**config.mk**
```make
export PLATFORM = sky130hd
export DESIGN_NAME = rcos_top
export DESIGN_NICKNAME = d
export VERILOG_FILES = /design/src/rtl/rcos_pkg.sv /design/src/rtl/rcos_sync.sv /design/src/rtl/rcos_top.sv
export SDC_FILE = /design/constraint.sdc
export NUM_CORES = 1
export LEC_CHECK = 0
export BUFFER_PORTS_ARGS = -buffer_cell sky130_fd_sc_hd__buf_4
export CORE_MARGIN = 4
export CORE_UTILIZATION = 61
export CTS_BUF_LIST = sky130_fd_sc_hd__clkbuf_4 sky130_fd_sc_hd__clkbuf_8 sky130_fd_sc_hd__clkbuf_16
export DETAILED_ROUTE_END_ITERATION = 6
export PLACE_DENSITY = 0.85
export SETUP_SLACK_MARGIN = 0.05
export SLEW_MARGIN = 15
export SYNTH_ARGS = -nofsm -noshare
export SYNTH_HDL_FRONTEND = slang
export SYNTH_SLANG_ARGS = --single-unit
```
**constraint.sdc**
```tcl
create_clock -name sys_clk_i -period 4.1 [get_ports sys_clk_i]
set_input_delay 0.82 -clock sys_clk_i [delete_from_list [all_inputs] [get_ports sys_clk_i]]
set_output_delay 0.82 -clock sys_clk_i [all_outputs]
set_load 0.005 [all_outputs]
```
**src/rtl/rcos_pkg.sv**
```systemverilog
// Package for the recovered clock output select block: register map,
// field positions, reset values, counts and the carrier structs.
// Assumes one system clock domain; all pins are synchronised in the block.
package rcos_pkg;

	// Register offsets
	localparam logic [7:0] RCOS_CLOCK_CONTROL_ONE_OFS       = 8'h01;
	localparam logic [7:0] RCOS_INPUT_AND_OUTPUT_CONTROL_OFS = 8'h04;
	localparam logic [7:0] RCOS_CLOCK_RATIO_REPORT_OFS      = 8'h18;

	// Field positions in clock_control_one
	localparam int RCOS_SWAP_ENABLE_BIT = 7;
	localparam int RCOS_RATIO_SEL_BIT   = 0;

	// Field positions in input_and_output_control
	localparam int RCOS_RECOVERED_MASTER_CLOCK_DISABLE_BIT = 7;
	localparam int RCOS_RX_SEL_LSB       = 3;
	localparam int RCOS_TX_SEL_LSB       = 0;
	localparam int RCOS_SEL_W            = 3;

	// Values after reset
	localparam logic [7:0] RCOS_CTL1_RST  = 8'h00;
	localparam logic [7:0] RCOS_CTL4_RST  = 8'h00;
	localparam logic [7:0] RCOS_RATIO_RST = 8'h00;

	// Counts
	localparam int RCOS_LINE_COUNT   = 8;
	localparam int RCOS_SYNC_W       = RCOS_LINE_COUNT + 3;
	// Driven master clock rises per ratio window; ratio reads as 2.6 fixed point
	localparam int RCOS_RATIO_WIN    = 64;
	// Master clock rises per word clock half period at 256x and 128x
	localparam logic [7:0] RCOS_HALF_256 = 8'h80;
	localparam logic [7:0] RCOS_HALF_128 = 8'h40;

	typedef struct packed {
		logic       wr;
		logic       rd;
		logic [7:0] addr;
		logic [7:0] wdata;
	} rcos_reg_req_s;

	typedef struct packed {
		logic       rvalid;
		logic [7:0] rdata;
	} rcos_reg_rsp_s;

	typedef struct packed {
		logic master_clk;
		logic master_clk_oe;
		logic word_clk;
		logic rx_line;
		logic tx_line;
		logic low_power;
	} rcos_clk_out_s;

endpackage

```
**src/rtl/rcos_sync.sv**
```systemverilog
// Two flip-flop synchroniser for a bundle of asynchronous pin levels.
// Assumes each bit is an independent level; no bus coherency is given.
`timescale 1ns/10ps
module rcos_sync #(
	parameter int WIDTH = 1
) (
	input  wire logic             sys_clk_i,
	input  wire logic             rst_n_i,
	input  wire logic [WIDTH-1:0] async_i,
	output logic      [WIDTH-1:0] sync_o
);
	typedef struct packed {
		logic [WIDTH-1:0] first;
		logic [WIDTH-1:0] second;
	} rcos_sync_s;

	rcos_sync_s state_ff;
	rcos_sync_s nxt_state;

	always_comb begin
		nxt_state.first  = async_i;
		nxt_state.second = state_ff.first;
	end

	always_ff @(posedge sys_clk_i) begin
		if (!rst_n_i) begin
			state_ff <= '0;
		end else begin
			state_ff <= nxt_state;
		end
	end

	assign sync_o = state_ff.second;
endmodule

```
**src/rtl/rcos_top.sv**
```systemverilog
// Recovered master clock output select: line input multiplexer, clock
// ratio select, output disable, swap to the external clock on unlock,
// ratio measurement and serial word clock.
// Assumes pins are asynchronous to sys_clk_i and much slower than it.
// Pin clocks are sampled as levels, so each must stay below half
// of sys_clk_i; a faster clock aliases and the outputs lose edges.
// Contract
// - While reset is low the block is in low power and all state clears.
// - Eight positive line inputs pass an 8:2 mux set by register 04h.
// - With swap enabled, the external clock drives the output on unlock.
// - The ext/driven master clock ratio is measured and reported in 18h.
// - The output is 256x the sample rate, or 128x when 01h selects it.
// - The disable bit in 04h puts the master clock output in high-Z.
// - The serial word clock toggles at the output sample rate.
`timescale 1ns/10ps
module rcos_top
	import rcos_pkg::*;
#(
	parameter int LINES = rcos_pkg::RCOS_LINE_COUNT
) (
	input  wire logic                   sys_clk_i,
	input  wire logic                   rst_n_i,
	input  wire rcos_pkg::rcos_reg_req_s reg_req_i,
	output rcos_pkg::rcos_reg_rsp_s     reg_rsp_o,
	input  wire logic [LINES-1:0]       positive_line_inputs_i,
	input  wire logic                   pll_clk_256_i,
	input  wire logic                   pll_lock_i,
	input  wire logic                   external_system_clock_i,
	output rcos_pkg::rcos_clk_out_s     clk_out_o
);
	import rcos_pkg::*;

	typedef struct packed {
		// Software visible registers
		logic [7:0] ctl1;
		logic [7:0] ctl4;
		logic [7:0] ratio;
		// Read answer
		logic       rvalid;
		logic [7:0] rdata;
		// Clock selection
		logic       pll_prev;
		logic       div;
		logic       ext_prev;
		logic       mclk;
		logic       mclk_prev;
		// Ratio measurement
		logic [6:0] win_cnt;
		logic [8:0] ext_cnt;
		// Word clock
		logic [7:0] word_cnt;
		logic       word_clk;
		// Routed lines and status
		logic       rx_line;
		logic       tx_line;
		logic       low_power;
		logic       oe;
	} rcos_state_s;

	rcos_state_s       st_ff;
	rcos_state_s       nxt_st;
	logic [LINES+2:0]  pin_sync;
	logic [LINES-1:0]  line_s;
	logic              pll_s;
	logic              lock_s;
	logic              ext_s;

	// All pins share one synchroniser; each bit is an independent level
	rcos_sync #(
		.WIDTH(LINES + 3)
	) u_sync (
		.sys_clk_i(sys_clk_i),
		.rst_n_i  (rst_n_i),
		.async_i  ({positive_line_inputs_i, pll_clk_256_i, pll_lock_i,
		            external_system_clock_i}),
		.sync_o   (pin_sync)
	);

	assign line_s = pin_sync[LINES+2:3];
	assign pll_s  = pin_sync[2];
	assign lock_s = pin_sync[1];
	assign ext_s  = pin_sync[0];

	// Picks a three bit select field out of input_and_output_control
	function automatic logic [RCOS_SEL_W-1:0] sel_field(
		input logic [7:0] reg_v,
		input int         lsb
	);
		sel_field = reg_v[lsb +: RCOS_SEL_W];
	endfunction

	// Edge detectors reset to zero, the idle level of every clock pin
	function automatic logic rising(input logic now, input logic prev);
		rising = now & ~prev;
	endfunction

	always_comb begin
		logic pll_rise;
		logic mclk_rise;
		logic sel_128;
		logic swap;
		logic [7:0] half;
		logic [8:0] ext_inc;
		pll_rise  = 1'b0;
		mclk_rise = 1'b0;
		sel_128   = 1'b0;
		swap      = 1'b0;
		half      = RCOS_HALF_256;
		ext_inc   = 9'h000;
		// Every field holds unless a branch below gives it a new value
		nxt_st    = st_ff;

		nxt_st.low_power = 1'b0;
		nxt_st.rvalid    = 1'b0;

		// 18h is read-only, so a write there is dropped like an unmapped one
		// Register writes; unmapped offsets are ignored
		if (reg_req_i.wr) begin
			if (reg_req_i.addr == RCOS_CLOCK_CONTROL_ONE_OFS) begin
				nxt_st.ctl1 = reg_req_i.wdata;
			end else if (reg_req_i.addr ==
			             RCOS_INPUT_AND_OUTPUT_CONTROL_OFS) begin
				nxt_st.ctl4 = reg_req_i.wdata;
			end
		end
		// Reads answer one cycle later; unmapped offsets read zero
		if (reg_req_i.rd) begin
			nxt_st.rvalid = 1'b1;
			unique case (reg_req_i.addr)
				RCOS_CLOCK_CONTROL_ONE_OFS:        nxt_st.rdata = st_ff.ctl1;
				RCOS_INPUT_AND_OUTPUT_CONTROL_OFS: nxt_st.rdata = st_ff.ctl4;
				RCOS_CLOCK_RATIO_REPORT_OFS:       nxt_st.rdata = st_ff.ratio;
				default:                           nxt_st.rdata = 8'h00;
			endcase
		end

		// Both selects index the synchronised lines, so routing lags the
		// pins by three clock edges
		// line input mux
		nxt_st.rx_line = line_s[sel_field(st_ff.ctl4, RCOS_RX_SEL_LSB)];
		nxt_st.tx_line = line_s[sel_field(st_ff.ctl4, RCOS_TX_SEL_LSB)];

		// 128x halves the PLL clock; the divider phase runs free
		// ratio select
		sel_128  = st_ff.ctl1[RCOS_RATIO_SEL_BIT];
		pll_rise = rising(pll_s, st_ff.pll_prev);
		nxt_st.pll_prev = pll_s;
		if (pll_rise) begin
			nxt_st.div = ~st_ff.div;
		end

		// Swap wins over the ratio select: the external clock passes as is
		// swap on unlock
		swap = st_ff.ctl1[RCOS_SWAP_ENABLE_BIT] & ~lock_s;
		if (swap) begin
			nxt_st.mclk = ext_s;
		end else if (sel_128) begin
			nxt_st.mclk = st_ff.div;
		end else begin
			nxt_st.mclk = pll_s;
		end

		// The window counts driven clock rises, so a swap reads near 1.0
		// ratio measured against the external clock
		nxt_st.ext_prev  = ext_s;
		nxt_st.mclk_prev = st_ff.mclk;
		mclk_rise = rising(st_ff.mclk, st_ff.mclk_prev);
		ext_inc   = st_ff.ext_cnt + {8'h00, rising(ext_s, st_ff.ext_prev)};
		if (ext_inc != 9'h1FF) begin
			nxt_st.ext_cnt = ext_inc;
		end
		if (mclk_rise) begin
			if (st_ff.win_cnt == 7'(RCOS_RATIO_WIN - 1)) begin
				nxt_st.win_cnt = 7'h00;
				nxt_st.ext_cnt = 9'h000;
				// Saturates rather than wraps so a fast reference reads max
				nxt_st.ratio   = ext_inc[8] ? 8'hFF : ext_inc[7:0];
			end else begin
				nxt_st.win_cnt = st_ff.win_cnt + 7'h01;
			end
		end

		// Counting driven rises keeps the word clock at the sample rate
		// at either ratio and across a swap
		// word clock from the master clock actually driven
		half = sel_128 ? RCOS_HALF_128 : RCOS_HALF_256;
		if (mclk_rise) begin
			if (st_ff.word_cnt >= half - 8'h01) begin
				nxt_st.word_cnt = 8'h00;
				nxt_st.word_clk = ~st_ff.word_clk;
			end else begin
				nxt_st.word_cnt = st_ff.word_cnt + 8'h01;
			end
		end

		// output disable, registered so the enable never glitches
		nxt_st.oe = ~nxt_st.ctl4[RCOS_RECOVERED_MASTER_CLOCK_DISABLE_BIT]
		            & ~nxt_st.low_power;
	end

	always_ff @(posedge sys_clk_i) begin
		// Low power marks the reset cycles and clears at the first edge after
		// reset clears all state
		if (!rst_n_i) begin
			st_ff           <= '0;
			st_ff.ctl1      <= RCOS_CTL1_RST;
			st_ff.ctl4      <= RCOS_CTL4_RST;
			st_ff.ratio     <= RCOS_RATIO_RST;
			st_ff.low_power <= 1'b1;
		end else begin
			st_ff <= nxt_st;
		end
	end

	assign reg_rsp_o.rvalid = st_ff.rvalid;
	assign reg_rsp_o.rdata  = st_ff.rdata;

	// Every output comes straight from a flip-flop
	assign clk_out_o.master_clk    = st_ff.mclk;
	assign clk_out_o.master_clk_oe = st_ff.oe;
	assign clk_out_o.word_clk  = st_ff.word_clk;
	assign clk_out_o.rx_line   = st_ff.rx_line;
	assign clk_out_o.tx_line   = st_ff.tx_line;
	assign clk_out_o.low_power = st_ff.low_power;
endmodule

```
# Word-level counts from Yosys, hierarchy flattened

Cells that the tools add are included.

$add $sub $neg: 4
Multiply operators: 0
Div/mod/pow operators: 0
$lt $le $gt $ge: 3
Eq/ne operators: 5
Shifts and indexed selects: 0
Muxes and demuxes: 19
Bitwise logic cells: 12
Reduce and logical (&&, ||, !) cells: 4

Operators with widths:

| operator                                           | count |
|---|---|
| two-way mux 8 bit                                  | 6 |
| two-way mux 9 bit                                  | 4 |
| one-hot mux 8 bit (3 select lines)                 | 1 |
| adder 9 x 1 -> 9 bit                               | 1 |
| inequality test 9 bit, second input constant       | 1 |
| adder 8 x 1 -> 8 bit, second input constant        | 1 |
| == test 8 x 1 -> 1 bit, second input constant      | 1 |
| == test 8 x 3 -> 1 bit, second input constant      | 1 |
| == test 8 x 5 -> 1 bit, second input constant      | 1 |
| greater-or-equal comparator 8 bit                  | 1 |
| < comparator 3 x 4 -> 1 bit, second input constant | 2 |
| NOT 1 bit                                          | 8 |
| subtractor 8 x 1 -> 8 bit, second input constant   | 1 |
| adder 7 x 1 -> 7 bit, second input constant        | 1 |
| == test 7 x 6 -> 1 bit, second input constant      | 1 |
| two-way mux 7 bit                                  | 1 |
| binary-select mux 1 bit (select 3 bit)             | 2 |
| AND reduction 2 bit                                | 3 |
| bitwise AND 1 bit                                  | 4 |
| two-way mux 1 bit                                  | 4 |
| AND reduction 3 bit                                | 1 |
| two-way mux 2 bit                                  | 1 |

Register bits: 89
Latch bits: 0
RAM bits: 0
Bits in read-only memories: 0
Output and inout bits: 15
Memories kept: 0

# Longest topological paths before layout

Gate-level depths: netlist of run 1.

Depth after elaboration: 7
Depth in mapped cells: 10

# Hierarchy

From an unflattened synthesis of run 1, not the netlist that was laid out.

Cell total of the unflattened synthesis: 367
Area total of the unflattened synthesis: 3,739.8 µm²

By module, submodules not included:

| module    | times used | cells each | area an instance (µm²) |
|---|---|---|---|
| rcos_top  | 1          | 321        | 3,119.2 |
| rcos_sync | 1          | 46         | 620.6 |

# Worst setup path after synthesis of run 1

No wires, ideal clock.

Kind: register to register
Start: register u_sync.state_ff (netlist bit u_sync.sync_o[0])
End: register st_ff[14] (netlist name)
Library setup time: 0.116 ns
Arrival: 2.166 ns
Data required time: 3.984 ns
Setup slack: 1.817 ns
Cell stages (with the launch flop): 11
Buffers on the path: 1
Clock period less this slack: 2.283 ns
Path through: dfxtp_1 > nor2b_1 > ha_1 > ha_1 > buf_2 > nand4_1 > or3b_1 > a21oi_1 > a31oi_1 > or3_4 > o211a_1

Longest elaborated chain between the ends: 6

RTL lines:

| what                     | line            | text |
|---|---|---|
| from (decl)              | rcos_sync.sv:17 | `rcos_sync_s state_ff;` |
| from (signal assigned)   | rcos_sync.sv:29 | `state_ff <= nxt_state;` |
| bitwise AND 1 bit (*)    | rcos_top.sv:94  | `rising = now & ~prev;` |
| adder 9 x 1 -> 9 bit (*) | rcos_top.sv:168 | `ext_inc = st_ff.ext_cnt + {8'h00, rising(ext_s, st_ff.ext_prev)};` |
| inequality test 9 bit    | rcos_top.sv:169 | `if (ext_inc != 9'h1FF) begin` |
| two-way mux 9 bit (*)    | rcos_top.sv:169 |  |
| two-way mux 9 bit        | rcos_top.sv:173 | `if (st_ff.win_cnt == 7'(RCOS_RATIO_WIN - 1)) begin` |
| two-way mux 9 bit (*)    | rcos_top.sv:172 | `if (mclk_rise) begin` |
| to (signal assigned)     | rcos_top.sv:211 | `st_ff <= nxt_st;` |
| to (decl)                | rcos_top.sv:60  | `rcos_state_s st_ff;` |

Mark *: on every way between the ends. The rest lies on a longest branch, timed or not.
A chain may end at the register's enable or synchronous reset.

# Worst setup path after layout of run 1

Start: register u_sync.state_ff (netlist bit u_sync.sync_o[0])
End: register st_ff[13] (netlist name)

Same word-level chain as after synthesis.

==> results of run 1 <==
[layout make-up]
class / count / area [µm²]
Inverter: 2 / 7.507
Multi-Input combinational cell: 242 / 1620
Clock inverter: 5 / 102.6
Sequential cell: 89 / 1782
Tap cell: 72 / 90.09
Fill cell: 416 / 1523
Timing Repair Buffer: 45 / 337.8
Clock buffer: 11 / 145.1
[stage by stage]
step                instances  cell area (µm²)  hold WS (ns)  worst slack, ns
detailed placement        450             3837        0.4203            1.560
floorplan                 361             3587        0.4119            1.817
global route              466             4085        0.4454            1.427
CTS                       466             4085        0.4403            1.571
finish                    466             4085        0.4368            1.554
global placement          450             3837        0.4172            1.608
[registers in the layout (all words and copies together) (netlist names)]
name and flops:
clk_out_o 6, u_sync.nxt_state 11, st_ff 52, reg_rsp_o 9
u_sync.sync_o 11
[worst register-to-register path: cells and delay by family (launching register included)]
family          cells  cell delay (ns)
flops               1             0.36
simple gates        4             1.08
compound gates      3             0.40
fa+ha+maj           2             0.61
[cell usage in the layout, fill, tap and decap left out, types with 8 or more instances in the layout]
cell | netlist | routed
buf_4 | 15 | 45
a21oi_1 | 10 | 10
nand2_1 | 26 | 26
clkbuf_8 | 0 | 10
and2_1 | 30 | 30
nor2_1 | 45 | 45
dfxtp_1 | 89 | 89
nand4_1 | 8 | 8
mux2i_1 | 19 | 19
o21ai_0 | 11 | 11
xor2_1 | 10 | 10
xnor2_1 | 9 | 9
[power breakdown]
part | internal, W | switching (W)
combinational | 0.0000362 | 0.0000328
clock | 0.000427 | 0.000283
sequential | 0.000879 | 0.00000651
[worst max-delay path by stage]
| stage | endpoint | slack, ns | cells after the start |
|---|---|---|---|
| 3_3_place_gp | st_ff[58] | 1.61 | 5 |
| 2_1_floorplan | st_ff[14] | 1.82 | 10 |
| 4_1_cts | st_ff[13] | 1.57 | 9 |
| 5_1_grt | st_ff[13] | 1.43 | 9 |
| 6_report | st_ff[13] | 1.55 | 9 |
| 3_5_place_dp | st_ff[58] | 1.56 | 5 |
[cells by family (layout without fill, tap and decap cells)]
family	Yosys count	after routing	synth area share
flops	89	89	0.4967
fa+ha+maj	5	5	0.01744
simple gates	146	146	0.2079
compound gates	49	49	0.1019
mux	23	23	0.07813
xor+xnor	19	19	0.04639
buf+inv	30	63	0.05162
[routing by layer]
layer,vias up,part of all wire
met5,-,0
met1,1219,0.45
met2,85,0.47
met3,14,0.058
li1,1308,-
met4,0,0.017
==> impl_metrics.toml, run 1 <==
[timing]
period_needed_ns = 2.546
max_slew.worst_pin.slew_ns = 0.9722
fmax_ghz = 0.3928
report.final.slew_viol_count = 0
tns_ns = 0
period_share = 0.6209
finClkSkew_ns = 0.007973
rsz0062_at_grt = "false"
finalSetupViolCount = 0
maxSlewHeadroom = 0.3512
finalHoldViolCount = 0

[setup_path]
path_buf_inv = 0
cp_data_required_time_ns = 4.34
cpMaxStageDelayCell = "or3_4"
path_common_cell = "ha_1"
worst_path_dominant_cell_family = "simple AND/OR/NAND/NOR gates"
critical_path.max_fanout = 8
crit_path_start = "u_sync.sync_o[0]"
path_class = "flip-flop to flip-flop"
ff2ff_setup_slack_ns = 1.55
r2r-start = "u_sync.sync_o[0]"
r2r_end = "st_ff[13]"
startpoint_type = "flip-flop"
path_cells = "nor2b_1 > ha_1 > ha_1 > nand4_1 > or3b_1 > a21oi_1 > a31oi_1 > or3_4 > o211a_1"
cp.arrival_ns = 2.78
slowest_delay_ns = 0.39
worst-r2r-cell-count = 9
end_kind = "flip-flop"

[yosys]
synth_common_cells = "89 x dfxtp_1, 45 x nor2_1, 30 x and2_1, 26 x nand2_1, 19 x mux2i_1"
ys_warn_count = 0
yosys.area.top_type = "dfxtp_1"
synthFlopType = "dfxtp_1"
yosys.area.top_type_share = 0.4967
netlist_instances = 361
synthesis.nets = 397
synth_seq_cells = 89
ys_async_sr_fraction = 0
synth-edff-count = 0
synth.distinct_cells = 42
synthTopCellsByArea = "dfxtp_1 50%, mux2i_1 5.3%, and2_1 5.2%"
avgSynthCellArea_um2 = 9.937
synth_area_um2 = 3587
ys_seq_area_frac = 0.4967
synth_most_common_cell = "dfxtp_1"

[drt]
drtIter0Drc = 290
drc = 0
wire_per_inst_um = 15.50
drtPass1Iterations = 5
vias_per_cell = 5.635
ant_nets = 0
wl_mm = 7.225
via_count = 2626

[cells_and_area]
fin_util = 0.7285
antenna_cells = 0
drive_gt1_frac = 0.1904
nets = 425
syn2layout_area_growth_pct = 13.88

[placement]
io_buffers = 45
dp.final_hpwl_mm = 4.973
finalWeightedCongestion = 0.8315

[clock_network]
clkSlewWorstSetupHoldPaths_ns = 0.08
cts_buffers = 9
post_cts_buffers = 0
h-tree-depth = 3
ctsLongestPathBuffers = 2
ctsHoldBuffers = 0
cts_tree = "built"
cts-root-buf = "clkbuf_8"
clk_latency_ns = 0.34
cts_sinks = 89
cts_resized = 0

[grt]
grt-busiest-layer = "met2"
met3_usage = 0.05201
grt_pass1_wl_mm = 12.01
grt_use_total = 0.2104
use_met1 = 0.2746
grt_pass1_vias = 2541
grt-ovfl-total = 0
use_met2 = 0.3295
grt_max_degree = 40
antenna_found_initial = 0

[min_path]
hold_class = "flip-flop to flip-flop"
min_path_cells = 1
hp-start = "u_sync.nxt_state[2]"
min_to = "u_sync.sync_o[2]"

[floorplanning]
die_h_um = 84.69
coreArea_um2 = 5608
initial_core_util = 0.6397
die_area_um2 = 7172
num_rows = 27
ios = 46
die_w_um = 84.69

[power_and_ir_drop]
powerDensity_nw_per_um2 = 407.5
vdd_drop_max_v = 0.0002396
p_total_w = 0.001665
p_leak_nw = 1.677

[run]
max-cap-violations = 0

[outcome]
status = "complete, no violations"
Note: power is estimated with default switching activity, not from simulation.
==> run 2: changes to the inputs <==
- CORE_UTILIZATION: 61 -> 51
- PLACE_DENSITY: 0.85 -> 0.76
- clock period: 4.1 -> 2.1 ns (I/O delays scaled with it)
==> run 2 against run 1 <==
  * The run now ends with setup timing left
  * Cell count grew 8.8%
  * Setup slack lost 1.6 ns
  * Clock skew grew 0.0014 ns
  * Critical path depth is the same
  * First-iteration DRC count shrank 42%
  * Core utilization shrank 11 points
  * Largest cell class unchanged
==> impl_metrics.toml, run 2 (synthesis results as in run 1) <==
[floorplanning]
die_w_um = 91.87
ios = 46
die_h_um = 91.87
initial_core_util = 0.5251
num_rows = 30
coreArea_um2 = 6832
die_area_um2 = 8439

[clock_network]
clkSlewWorstSetupHoldPaths_ns = 0.08
ctsHoldBuffers = 0
cts_sinks = 89
cts_buffers = 9
cts_tree = "built"
cts-root-buf = "clkbuf_8"
h-tree-depth = 3
ctsLongestPathBuffers = 2
clk_latency_ns = 0.35

[setup_path]
path_class = "flip-flop to flip-flop"
slowest_delay_ns = 0.40
cp_data_required_time_ns = 2.35
crit_cells = 9
end_kind = "flip-flop"
cp.arrival_ns = 2.43
path_buf_inv = 0
ff2ff_setup_slack_ns = -0.09
worst-r2r-cell-count = 9
r2r-start = "u_sync.sync_o[0]"
critical_path.max_fanout = 4
worst_path_dominant_cell_family = "simple AND/OR/NAND/NOR gates"
path_common_cell = "ha_4"
path_cells = "nor2b_4 > ha_4 > ha_4 > nand4_1 > or3b_1 > a21oi_2 > a31oi_1 > or3_4 > o211a_1"
startpoint_type = "flip-flop"
cpMaxStageDelayCell = "or3_4"
r2r_end = "st_ff[13]"

[cells_and_area]
antenna_cells = 0
syn2layout_area_growth_pct = 18.31
drive_gt1_frac = 0.2384
mostFrequentLayoutCells = "88 x dfxtp_1, 62 x buf_4, 45 x nor2_1, 30 x and2_1, 25 x nand2_1"
fin_util = 0.6212
regMostFlops = "st_ff"
multi_input_area_um2 = 1659
fin_cells = 507
layout_commonest_cell = "dfxtp_1"
register_area_um2 = 1783
largest_reg_flops = 52
fillCellCount = 596
nets = 442

[grt]
grt_max_degree = 40
grt_pass1_vias = 2569
grt_pass1_wl_mm = 11.93
grt_use_total = 0.1788
antenna_found_initial = 0
grt-ovfl-total = 0

[timing]
finalHoldViolCount = 0
max_slew.worst_pin.slew_ns = 0.5035
rsz0062_at_grt = "true"
fmax_ghz = 0.4570
period_share = 1.042
period_needed_ns = 2.188
finalSetupViolCount = 4
fin_ws_ns = -0.08808
finClkSkew_ns = 0.009419
maxSlewHeadroom = 0.6631
holdWs_ns = 0.2735
report.final.slew_viol_count = 0

[min_path]
hold_class = "primary input to flip-flop"
min_path_cells = 2
hp-start = "positive_line_inputs_i[5]"
min_to = "u_sync.nxt_state[8]"

[drt]
via_count = 2672
drc = 0
drtIter0Drc = 169
ant_nets = 0
wire_per_inst_um = 14.10
vias_per_cell = 5.270
wl_mm = 7.149
drtPass1Iterations = 4

[placement]
io_buffers = 45
dp_cells = 489
dp.final_hpwl_mm = 5.219
finalWeightedCongestion = 0.8123

[outcome]
failed_checks = "setup timing"
status = "finished, violations left"

[run]
max-cap-violations = 0

[power_and_ir_drop]
switchingPower_w = 0.0006756
switching_share = 0.2197
clockPowerShare = 0.391
p_leak_nw = 1.730
powerDensity_nw_per_um2 = 724.4
p_seq_frac = 0.562
combPwrFrac = 0.047
vdd_drop_max_v = 0.0004626
p_int_w = 0.002399
p_total_w = 0.003075
[run 2: changes by cell type in the layout (fill, tap and decap cells not counted), moves of 2 or more]
cell,change
buf_4,+17
bufinv_16,-2
clkinvlp_4,+2
ha_1,-2
ha_4,+2
[run 2: final cells by class]
| class | instances | share of cell area |
|---|---|---|
| clock buffer | 11 | 0.03420 |
| sequential | 89 | 0.4201 |
| inverter | 2 | 0.001769 |
| tap | 96 | 0.02830 |
| multi-input combinational | 242 | 0.3909 |
| clock inverter | 5 | 0.01504 |
| timing repair buffer | 62 | 0.1097 |
[run 2: timing repair]
item	CTS	global route
buffers inserted	2	0
endpoints found under the setup margin	4	11
resized for setup	4	1
pin swaps	4	3
[run 2: worst max-delay path by stage]
stage                     startpoint         to  slack (ns)
CTS                 u_sync.sync_o[0]  st_ff[13]       -0.13
detailed placement  u_sync.sync_o[0]  st_ff[13]       -0.14
finish              u_sync.sync_o[0]  st_ff[13]       -0.09
global route        u_sync.sync_o[0]  st_ff[14]       -0.19
floorplan           u_sync.sync_o[0]  st_ff[14]       -0.12
global placement    u_sync.sync_o[0]  st_ff[13]       -0.04
[run 2: per-layer routing]
layer / part of all wire / global-route usage / vias up / wire length [µm]
met5: 0 / 0 / - / 0
met4: 0.012 / 0.05446 / 0 / 85
met3: 0.067 / 0.05906 / 11 / 477
met2: 0.48 / 0.2987 / 74 / 3399
met1: 0.45 / 0.2188 / 1249 / 3186
li1: - / - / 1338 / -
[run 2: power groups by stage]
stage	registers [W]	clock network [W]	logic, W
2_1_floorplan	0.00176	0	0.0000721
3_3_place_gp	0.00177	0	0.000137
3_5_place_dp	0.00177	0	0.000139
4_1_cts	0.00173	0.00123	0.000144
5_1_grt	0.00173	0.00132	0.000158
6_report	0.00173	0.00120	0.000143
[run 2: stage by stage]
stage | TNS (ns) | area [µm²] | setup slack, ns
after floorplan | -0.3284 | 3610 | -0.1187
after global placement | -0.08277 | 3996 | -0.04141
after detailed placement | -0.4126 | 3996 | -0.1384
after CTS | -0.3857 | 4242 | -0.1332
after global routing | -0.8081 | 4244 | -0.1928
final | -0.2091 | 4244 | -0.08808
